[config.mk]
export PLATFORM = sky130hd
export DESIGN_NAME = radar_peak_select_jump_filter
export DESIGN_NICKNAME = d
export VERILOG_FILES = /design/src/rtl/rpsj_pkg.sv /design/src/rtl/rpsj_meas_if.sv /design/src/rtl/rpsj_jump_filter.sv /design/src/rtl/radar_peak_select_jump_filter.sv
export VERILOG_INCLUDE_DIRS = /design/src /design/src/rtl
export SDC_FILE = /design/constraint.sdc
export NUM_CORES = 2
export LEC_CHECK = 0
export ABC_AREA = 1
export BUFFER_PORTS_ARGS = -buffer_cell sky130_fd_sc_hd__buf_4
export CAP_MARGIN = 0
export CELL_PAD_IN_SITES_DETAIL_PLACEMENT = 1
export CELL_PAD_IN_SITES_GLOBAL_PLACEMENT = 1
export CORE_MARGIN = 1
export CORE_UTILIZATION = 49
export DETAILED_ROUTE_END_ITERATION = 12
export PLACE_DENSITY = 0.81
export SYNTH_ARGS = -nofsm -noshare
export SYNTH_HDL_FRONTEND = slang
export SYNTH_SLANG_ARGS = --single-unit
[constraint.sdc]
create_clock -name mclk -period 4.38 [get_ports mclk]
set_clock_uncertainty 0.05 [all_clocks]
set_input_delay 0.657 -clock mclk [delete_from_list [all_inputs] [get_ports mclk]]
set_output_delay 0.657 -clock mclk [all_outputs]
set_load 0.005 [all_outputs]
[src/rtl/rpsj_params.svh]
`ifndef RPSJ_PARAMS_SVH
`define RPSJ_PARAMS_SVH

// ----------------------------------------
// widths
// ----------------------------------------
`define RPSJ_DIST_W 16
`define RPSJ_AMP_W 16
`define RPSJ_TIME_W 16

// ----------------------------------------
// timing
// ----------------------------------------
// clock period in ps (200 MHz)
`define RPSJ_CLK_PERIOD_PS 5000
// unit of the maximum-time setting, in us
`define RPSJ_TICK_TIME_US 1000
// clock cycles per time unit
`define RPSJ_TICK_CYCLES ((`RPSJ_TICK_TIME_US * 1000 * 1000) / `RPSJ_CLK_PERIOD_PS)

// ----------------------------------------
// reset values
// ----------------------------------------
`define RPSJ_RANGE_MIN_RST 16'h0000
`define RPSJ_RANGE_MAX_RST 16'hFFFF

`endif

[src/rtl/rpsj_pkg.sv]
package rpsj_pkg;

	// ----------------------------------------
	// peak selection modes
	// ----------------------------------------
	typedef enum logic [2:0] {
		SEL_NEAREST,
		SEL_STRONGEST,
		SEL_RCS_MAX,
		SEL_FARTHEST,
		SEL_WEAKEST,
		SEL_RCS_MIN
	} rpsj_sel_type;

	// ----------------------------------------
	// jump filter states
	// ----------------------------------------
	typedef enum logic [1:0] {
		FLT_EMPTY,
		FLT_TRACK,
		FLT_HOLD
	} rpsj_flt_type;

endpackage

[src/rtl/rpsj_meas_if.sv]
`timescale 1ns/1ps

// selected distance per measurement cycle, selector to jump filter
interface rpsj_meas_if #(
	parameter int DIST_W = 16
);
	logic              measValid;  // one-cycle pulse, a target was selected
	logic [DIST_W-1:0] measDist;   // selected distance
	logic              measNone;   // one-cycle pulse, no target this cycle

	modport src (output measValid, output measDist, output measNone);
	modport dst (input measValid, input measDist, input measNone);
endinterface

[src/rtl/rpsj_jump_filter.sv]
`timescale 1ns/1ps
`include "rpsj_params.svh"

module rpsj_jump_filter #(
	parameter int DIST_W      = `RPSJ_DIST_W,
	parameter int TIME_W      = `RPSJ_TIME_W,
	parameter int TICK_CYCLES = `RPSJ_TICK_CYCLES
)(
	// clock and reset
	input  wire logic              mclk,
	input  wire logic              nrst,
	// selected distance in
	rpsj_meas_if.dst               meas,
	// settings
	input  wire logic [DIST_W-1:0] maxJump,
	input  wire logic [TIME_W-1:0] maxTime,
	// distance out
	output logic                   distValid,
	output logic [DIST_W-1:0]      distOut,
	output logic                   noTarget,
	output logic                   filterActive
);

	localparam int TW = (TICK_CYCLES > 1) ? $clog2(TICK_CYCLES) : 1;

	// ----------------------------------------
	// helpers
	// ----------------------------------------
	function automatic logic [DIST_W-1:0] absDiff(input logic [DIST_W-1:0] a,
		input logic [DIST_W-1:0] b);
		absDiff = (a > b) ? (a - b) : (b - a);
	endfunction

	rpsj_pkg::rpsj_flt_type state;         // filter state
	rpsj_pkg::rpsj_flt_type next_state;
	logic [DIST_W-1:0]      held;          // last stable distance
	logic [TW-1:0]          tickCnt;       // time unit divider
	logic                   tick;          // one pulse per time unit
	logic [TIME_W-1:0]      timer;         // time units spent holding
	logic [DIST_W-1:0]      diff;
	logic                   bypass;
	logic                   jump;
	logic                   expired;
	logic                   passNew;       // output the new distance

	assign diff    = absDiff(meas.measDist, held);
	assign bypass  = (maxJump == '0);
	assign jump    = diff > maxJump;
	assign expired = (maxTime != '0) && (timer >= maxTime);
	assign filterActive = (state == rpsj_pkg::FLT_HOLD);

	// ----------------------------------------
	// next state on each selected distance
	// ----------------------------------------
	always_comb begin
		next_state = state;
		passNew    = 1'b1;
		case (state)
			rpsj_pkg::FLT_EMPTY: begin
				next_state = rpsj_pkg::FLT_TRACK;   // no reference yet
			end
			rpsj_pkg::FLT_TRACK: begin
				if (!bypass && jump) begin
					next_state = rpsj_pkg::FLT_HOLD;
					passNew    = 1'b0;
				end
			end
			rpsj_pkg::FLT_HOLD: begin
				if (bypass || !jump || expired) begin
					next_state = rpsj_pkg::FLT_TRACK;
				end else begin
					passNew = 1'b0;
				end
			end
			default: begin
				next_state = rpsj_pkg::FLT_TRACK;
			end
		endcase
	end

	// ----------------------------------------
	// state and held distance
	// ----------------------------------------
	// a no-target cycle leaves everything as it was
	always_ff @(posedge mclk or negedge nrst) begin
		if (!nrst) begin
			state <= rpsj_pkg::FLT_EMPTY;
			held  <= '0;
		end else if (meas.measValid) begin
			state <= next_state;
			if (passNew) begin
				held <= meas.measDist;
			end
		end
	end

	// ----------------------------------------
	// time unit divider, free running
	// ----------------------------------------
	// free running keeps it small; timeout resolution is one unit
	always_ff @(posedge mclk or negedge nrst) begin
		if (!nrst) begin
			tickCnt <= '0;
		end else if (tickCnt == TW'(TICK_CYCLES - 1)) begin
			tickCnt <= '0;
		end else begin
			tickCnt <= tickCnt + 1'b1;
		end
	end
	assign tick = (tickCnt == TW'(TICK_CYCLES - 1));

	// ----------------------------------------
	// hold timer
	// ----------------------------------------
	always_ff @(posedge mclk or negedge nrst) begin
		if (!nrst) begin
			timer <= '0;
		end else if (meas.measValid && next_state != rpsj_pkg::FLT_HOLD) begin
			timer <= '0;
		end else if (meas.measValid && state != rpsj_pkg::FLT_HOLD) begin
			timer <= '0;
		end else if (filterActive && tick && timer != '1) begin
			timer <= timer + 1'b1;          // saturates
		end
	end

	// ----------------------------------------
	// outputs
	// ----------------------------------------
	always_ff @(posedge mclk or negedge nrst) begin
		if (!nrst) begin
			distValid <= 1'b0;
			distOut   <= '0;
			noTarget  <= 1'b0;
		end else begin
			distValid <= meas.measValid;
			noTarget  <= meas.measNone;
			if (meas.measValid) begin
				distOut <= passNew ? meas.measDist : held;
			end
		end
	end
endmodule

[src/rtl/radar_peak_select_jump_filter.sv]
`timescale 1ns/1ps
`include "rpsj_params.svh"

// What this block does
// distance mode picks nearest in-window candidate
// amplitude mode picks strongest candidate
// normalized mode picks largest cross section
// reverse distance mode picks farthest candidate
// reverse amplitude mode picks weakest candidate
// reverse normalized picks smallest cross section
// new window limits act only on apply
// peaks outside window are excluded
// only peaks above threshold are candidates
// one threshold for every distance
// zero maximum jump disables the jump filter
// large consecutive change activates the filter
// small change passes the new distance
// active filter outputs last stable distance
// return within band releases the filter
// maximum time elapsed releases the filter
// timer starts on activation, clears on release
// no candidate reports no target, keeps filter
module radar_peak_select_jump_filter #(
	parameter int DIST_W      = `RPSJ_DIST_W,
	parameter int AMP_W       = `RPSJ_AMP_W,
	parameter int TIME_W      = `RPSJ_TIME_W,
	parameter int TICK_CYCLES = `RPSJ_TICK_CYCLES
)(
	// clock and reset
	input  wire logic                 mclk,
	input  wire logic                 nrst,
	// peak list from the detector
	input  wire logic                 peakValid,
	input  wire logic [DIST_W-1:0]    peakDist,
	input  wire logic [AMP_W-1:0]     peakAmp,
	input  wire logic                 listEnd,
	// selection settings
	input  wire rpsj_pkg::rpsj_sel_type selMode,
	input  wire logic [AMP_W-1:0]     ampThreshold,
	// measurement window, staged until applied
	input  wire logic [DIST_W-1:0]    rangeMin,
	input  wire logic [DIST_W-1:0]    rangeMax,
	input  wire logic                 rangeApply,
	// jump filter settings
	input  wire logic [DIST_W-1:0]    maxJump,
	input  wire logic [TIME_W-1:0]    maxTime,
	// distance out
	output logic                      distValid,
	output logic [DIST_W-1:0]         distOut,
	output logic                      noTarget,
	output logic                      filterActive,
	// status
	output logic [DIST_W-1:0]         rangeMinActive,
	output logic [DIST_W-1:0]         rangeMaxActive
);

	localparam int RCS_W = AMP_W + 2 * DIST_W;

	// ----------------------------------------
	// helpers
	// ----------------------------------------
	// cross section estimate: echo amplitude falls with distance squared
	function automatic logic [RCS_W-1:0] rcsEstimate(input logic [AMP_W-1:0] a,
		input logic [DIST_W-1:0] d);
		rcsEstimate = RCS_W'(a) * RCS_W'(d) * RCS_W'(d);
	endfunction

	// true when the candidate beats the best so far in this mode
	function automatic logic betterPeak(input rpsj_pkg::rpsj_sel_type m,
		input logic [DIST_W-1:0] cd, input logic [AMP_W-1:0] ca,
		input logic [RCS_W-1:0] cr, input logic [DIST_W-1:0] bd,
		input logic [AMP_W-1:0] ba, input logic [RCS_W-1:0] br);
		case (m)
			rpsj_pkg::SEL_NEAREST:   betterPeak = cd < bd;
			rpsj_pkg::SEL_STRONGEST: betterPeak = ca > ba;
			rpsj_pkg::SEL_RCS_MAX:   betterPeak = cr > br;
			rpsj_pkg::SEL_FARTHEST:  betterPeak = cd >= bd;
			rpsj_pkg::SEL_WEAKEST:   betterPeak = ca <= ba;
			rpsj_pkg::SEL_RCS_MIN:   betterPeak = cr < br;
			default:                 betterPeak = cd < bd;   // unused codes act as nearest
		endcase
	endfunction

	// ----------------------------------------
	// signals
	// ----------------------------------------
	logic              haveBest;  // a candidate seen in this list
	logic [DIST_W-1:0] bestDist;  // best candidate so far
	logic [AMP_W-1:0]  bestAmp;
	logic [RCS_W-1:0]  bestRcs;
	logic [RCS_W-1:0]  peakRcs;   // estimate of the incoming peak
	logic              inWindow;
	logic              aboveThr;
	logic              candOk;    // incoming peak is a candidate
	logic              takeCand;  // incoming peak becomes the best
	logic              endHave;   // list ends with a target
	logic [DIST_W-1:0] endDist;   // distance chosen at list end

	rpsj_meas_if #(.DIST_W(DIST_W)) meas ();

	// ----------------------------------------
	// measurement window
	// ----------------------------------------
	// staged values are ignored until the apply strobe
	always_ff @(posedge mclk or negedge nrst) begin
		if (!nrst) begin
			rangeMinActive <= `RPSJ_RANGE_MIN_RST;
			rangeMaxActive <= `RPSJ_RANGE_MAX_RST;
		end else if (rangeApply) begin
			rangeMinActive <= rangeMin;
			rangeMaxActive <= rangeMax;
		end
	end

	// ----------------------------------------
	// candidate qualification
	// ----------------------------------------
	assign inWindow = (peakDist >= rangeMinActive) && (peakDist <= rangeMaxActive);
	// same threshold at every distance, strictly above
	assign aboveThr = peakAmp > ampThreshold;
	assign candOk   = peakValid && inWindow && aboveThr;
	assign peakRcs  = rcsEstimate(peakAmp, peakDist);
	assign takeCand = candOk && (!haveBest ||
		betterPeak(selMode, peakDist, peakAmp, peakRcs, bestDist, bestAmp, bestRcs));

	// ----------------------------------------
	// running best over the list
	// ----------------------------------------
	// the beat with listEnd is folded in combinationally, then cleared
	always_ff @(posedge mclk or negedge nrst) begin
		if (!nrst) begin
			haveBest <= 1'b0;
			bestDist <= '0;
			bestAmp  <= '0;
			bestRcs  <= '0;
		end else if (listEnd) begin
			haveBest <= 1'b0;
		end else if (takeCand) begin
			haveBest <= 1'b1;
			bestDist <= peakDist;
			bestAmp  <= peakAmp;
			bestRcs  <= peakRcs;
		end
	end

	assign endHave = haveBest || candOk;
	assign endDist = takeCand ? peakDist : bestDist;

	// ----------------------------------------
	// result of each measurement cycle
	// ----------------------------------------
	always_ff @(posedge mclk or negedge nrst) begin
		if (!nrst) begin
			meas.measValid <= 1'b0;
			meas.measNone  <= 1'b0;
			meas.measDist  <= '0;
		end else begin
			meas.measValid <= listEnd && endHave;
			meas.measNone  <= listEnd && !endHave;
			if (listEnd && endHave) begin
				meas.measDist <= endDist;
			end
		end
	end

	// ----------------------------------------
	// jump filter
	// ----------------------------------------
	rpsj_jump_filter #(
		.DIST_W      (DIST_W),
		.TIME_W      (TIME_W),
		.TICK_CYCLES (TICK_CYCLES)
	) u_filter (
		.mclk         (mclk),
		.nrst         (nrst),
		.meas         (meas.dst),
		.maxJump      (maxJump),
		.maxTime      (maxTime),
		.distValid    (distValid),
		.distOut      (distOut),
		.noTarget     (noTarget),
		.filterActive (filterActive)
	);
endmodule

==> flow_metrics.py, run 1 <==
metrics = {
    "status": {
        "status": "aborted with a tool error",
        "failing_step": "global routing (5_1_grt)",
        "first-error": "[ERROR GRT-0232] Routing congestion too high. Check the congestion heatmap in the GUI.",
    },
    "cts": {
        "cts_hold_buffers": 0,
        "numCtsBuffers": 17,
        "cts_root_buf": "clkbuf_16",
        "cts_sinks": 185,
        "clockBufferDepth": 2,
        "htreeDepth": 4,
    },
    "die": {
        "die_y_um": 284,
        "die_w_um": 284,
        "initial_core_util_pct": 49.8,
        "placement_rows": 102,
        "io-pin-count": 171,
    },
    "synth": {
        "postSynthCellCount": 5113,
        "synth_top_cells_by_area": "fa_1 32%, ha_1 13%, nand2_1 12%, inv_1 11%, dfrtp_1 11%",
        "synth-seq-cells": 185,
        "synth_nets": 6266,
        "synth_area_um2": 38900,
        "yosysWarnings": 0,
        "synth_flop_cell": "dfrtp_1",
        "synth-edff-count": 0,
        "synthArstFlopShare_pct": 100,
        "yosys.area.top_type": "fa_1",
        "synthDominantCellAreaShare_pct": 31.6,
        "synth.distinct_cells": 52,
        "syn_area_per_cell_um2": 7.60,
        "yosysSeqAreaShare_pct": 12.0,
    },
    "placed_design": {
        "port_buffers": 170,
        "routabilityCongestion": 0.938,
        "place_inst": 6794,
        "dpl.hpwl_um": 125000,
    },
    "sta": {
        "worst-ep-kind": "sequential cell input",
        "worstEndpointGrtRepair": "bestAmp[4]$_DFFE_PN0P_/D",
    },
    "grt": {
        "grt_overflow": 53,
        "grt_max_degree": 95,
        "grt_usage_pct": 73.0,
    },
}
cell usage after synthesis, drive strengths merged, types with 16 or more instances:
| library cell | n |
|---|---|
| nand2 | 1223 |
| inv | 1196 |
| fa | 614 |
| ha | 419 |
| nor2 | 360 |
| nand3 | 228 |
| a21oi | 207 |
| dfrtp | 169 |
| o21ai | 164 |
| clkbuf | 141 |
| or2 | 73 |
| xor2 | 52 |
| buf | 48 |
| nor3 | 33 |
| nand4 | 32 |
| xnor2 | 32 |
| a21o | 16 |
| dfstp | 16 |
logic make-up after synthesis:
| kind of cell | synth area share [%] |
|---|---|
| adder cells (fa/ha/maj) | 45.1 |
| XOR/XNOR | 1.91 |
| buffers and inverters | 13.8 |
| multiplexers | 0.0580 |
| AND/OR/NAND/NOR | 20.9 |
| flip-flops | 12.0 |
| AO/OA/AOI/OAI | 6.30 |
stage by stage:
stage | hold slack, ns | worst slack (ns) | TNS (ns) | cell area, um2
3_5_place_dp | 0.340 | -9.29 | -898.52 | 46200
2_1_floorplan | 0.281 | -7.23 | -688.40 | 39700
4_1_cts | 0.133 | -7.84 | -746.15 | 49800
3_3_place_gp | 0.334 | -8.57 | -824.55 | 46200
routing by layer:
layer / overflow / track usage [%]
met5: 0 / 31.3
met4: 17 / 76.7
met3: 0 / 55.3
met2: 34 / 91.7
met1: 2 / 70.7
repair_timing:
item	4_1_cts
buffers inserted	66
setup endpoints to repair	129
gates cloned	20
pin swaps	123
resized for setup	525
==> run 2: changes to the inputs <==
Settings changed: CELL_PAD_IN_SITES_DETAIL_PLACEMENT 1 to default, CELL_PAD_IN_SITES_GLOBAL_PLACEMENT 1 to default, CORE_UTILIZATION 49 to 40, PLACE_DENSITY 0.81 to default, PLACE_DENSITY_LB_ADDON from default to 0.15.
==> run 2 against run 1 <==
The flow now finishes, with violations (negative setup slack). Synthesized area is the same. Synthesized cell count is the same.
==> flow_metrics.py, run 2 <==
metrics = {
    "sta": {
        "setup_violations": 96,
        "tightest_slew_ns": 0.591,
        "report.final.slew_viol_count": 0,
        "fin_crit_ns": 12.32,
        "relSlewSlack_pct": 60.2,
        "fin_ws_ns": -7.94,
        "min_period_over_period_pct": 281,
        "setup_tns_ns": -758.89,
        "rsz0062_at_grt": "true",
        "fmax_mhz": 81.1,
        "whs_ns": 0.0874,
        "final_hold_viol_count": 0,
    },
    "placed_design": {
        "routabilityCongestion": 0.929,
        "dpl.hpwl_um": 102000,
        "port_buffers": 170,
        "place_ws_ns": -8.90,
    },
    "final_layout": {
        "fill_cells": 9206,
        "antenna_cells": 0,
        "final_cell_mix": "1147 x inv_1, 1004 x nand2_1, 810 x buf_4",
        "fin_util_pct": 53.2,
        "multi_input_area_um2": 31400,
        "area.growth.synth_to_final_pct": 30.8,
        "seq_area_um2": 4650,
        "largest_reg_flops": 48,
        "fin_nets": 7022,
        "reg_top3": "bestRcs (48), u_filter.tickCnt (18)",
        "drive_gt1_share_pct": 26.9,
        "top_register": "bestRcs",
        "final_common_cell": "inv_1",
    },
    "cts": {
        "cts_sinks": 185,
        "htreeDepth": 4,
        "cts_hold_buffers": 0,
        "numCtsBuffers": 17,
        "clockBufferDepth": 2,
        "cts_tree": "yes",
        "clk_pin_slew_ns": 0.08,
        "cts_root_buf": "clkbuf_16",
        "clk_latency_ns": 0.52,
    },
    "grt": {
        "first_global_vias": 37020,
        "antenna_found_initial": 1,
        "grt_overflow": 0,
        "grt_usage_pct": 26.3,
        "grt_pass1_wl_um": 202000,
        "grt_max_degree": 93,
    },
    "route": {
        "drtIter0Drc": 2183,
        "via_per_inst": 4.93,
        "vias": 35227,
        "dr.pass1.iters": 8,
        "postRouteAntennaNets": 0,
        "wirelength_um": 126000,
        "drc_errors": 0,
        "post_drt_wl_per_cell_um": 17.6,
    },
    "synth": {
        "synth_top_cells_by_area": "fa_1 32%, ha_1 13%, nand2_1 12%, inv_1 11%, dfrtp_1 11%",
        "ys_top_cells_by_count": "1214 x nand2_1, 1187 x inv_1, 614 x fa_1",
        "synth-edff-count": 0,
        "synth-seq-cells": 185,
        "synth.distinct_cells": 52,
        "synth_area_um2": 38900,
        "yosysMostFrequentCell": "nand2_1",
        "synth_nets": 6266,
        "yosysWarnings": 0,
        "syn_area_per_cell_um2": 7.60,
        "synth_flop_cell": "dfrtp_1",
        "synthDominantCellAreaShare_pct": 31.6,
        "yosysSeqAreaShare_pct": 12.0,
        "synthArstFlopShare_pct": 100,
        "postSynthCellCount": 5113,
        "yosys.area.top_type": "fa_1",
    },
    "critical_path": {
        "critPathMaxFanout": 8,
        "crit_type": "in2reg",
        "critPathMaxStageDelay_ns": 0.55,
        "crit_slowest_cell": "fa_1",
        "cp-start-kind": "input pin",
        "cp_common_cell": "fa_1",
        "required_ns": 4.77,
        "critical_path.endpoint_type": "flip-flop",
        "worstPathArrival_ns": 12.71,
    },
    "die": {
        "die_area_um2": 98400,
        "io-pin-count": 171,
        "die_w_um": 314,
        "coreArea_um2": 95600,
        "placement_rows": 113,
        "die_y_um": 314,
        "initial_core_util_pct": 40.7,
    },
    "worst_hold_path": {
        "hold_path_class": "in2async",
    },
    "status": {
        "violations": "negative setup slack",
        "status": "complete, but fails checks",
    },
    "job": {
        "maxCapViolCount": 0,
    },
}
==> run 2: cell families after synthesis <==
| family | count (synthesis) | synth area share, % |
|---|---|---|
| xor+xnor | 84 | 1.91 |
| buf+inv | 1393 | 13.8 |
| flops | 185 | 12.0 |
| mux | 2 | 0.0580 |
| simple gates | 1971 | 20.9 |
| compound gates | 445 | 6.30 |
| fa+ha+maj | 1033 | 45.1 |
==> run 2: worst max-delay path: cells and delay by family <==
| kind | cells | cell delay (ns) |
|---|---|---|
| buffers and inverters | 15 | 1.49 |
| AOI/OAI and AO/OA | 5 | 0.82 |
| adders and majority gates | 15 | 6.95 |
| xor gates and xnor gates | 2 | 0.34 |
| and+or+nand+nor | 24 | 2.39 |
==> run 2: final cells by class <==
type	count	share of cell area, %
multi-input cells	3536	61.8
repair buffers	925	15.8
flip-flops and latches	185	9.15
inverters	1204	8.98
well taps	1265	3.12
clock buffers	19	0.872
clock inverters	13	0.308
==> run 2: final timing paths <==
path	depth (start not counted)	slack (ns)	end	startpoint
setup / recovery	61	-7.94	bestDist[4]$_DFFE_PN0N_	peakDist[5]
hold / removal	1	0.09	rangeMinActive[10]$_DFFE_PN0P_	nrst
setup reg to reg	30	0.13	u_filter.distOut[8]$_DFFE_PN0P_	meas.measDist[0]$_DFFE_PN0P_
hold reg to reg	0	0.32	u_filter.noTarget$_DFF_PN0_	meas.measNone$_DFF_PN0_
max in group asynchronous	2	3.16	bestRcs[42]$_DFFE_PN0P_	nrst
min in group mclk	2	0.29	haveBest$_DFFE_PN0P_	listEnd
==> run 2: through the flow <==
step | area [um2] | instances
floorplan | 39700 | 5113
global placement | 46500 | 7028
detailed placement | 46500 | 7028
CTS | 48800 | 7111
global route | 50800 | 7147
finish | 50800 | 7147
==> run 2: layer usage <==
layer	share of wire, %	wire length, um	global-route usage (%)
met5	0	0	0
met4	3.0	3760	7.07
met3	5.5	6890	3.00
met2	47	59700	44.5
met1	44	55600	35.5
==> run 2: what timing repair did <==
action / in CTS / in global routing
buffers inserted: 34 / 37
endpoints found under the setup margin: 128 / 129
resized for setup: 254 / 459
cloned: 17 / 5
hold endpoints to repair: 0 / 0
pin swaps: 76 / 123
Power of run 2 is left out: the tool's default activity adds up to more than one toggle a clock period on the data nets, which glitch-free logic cannot reach.
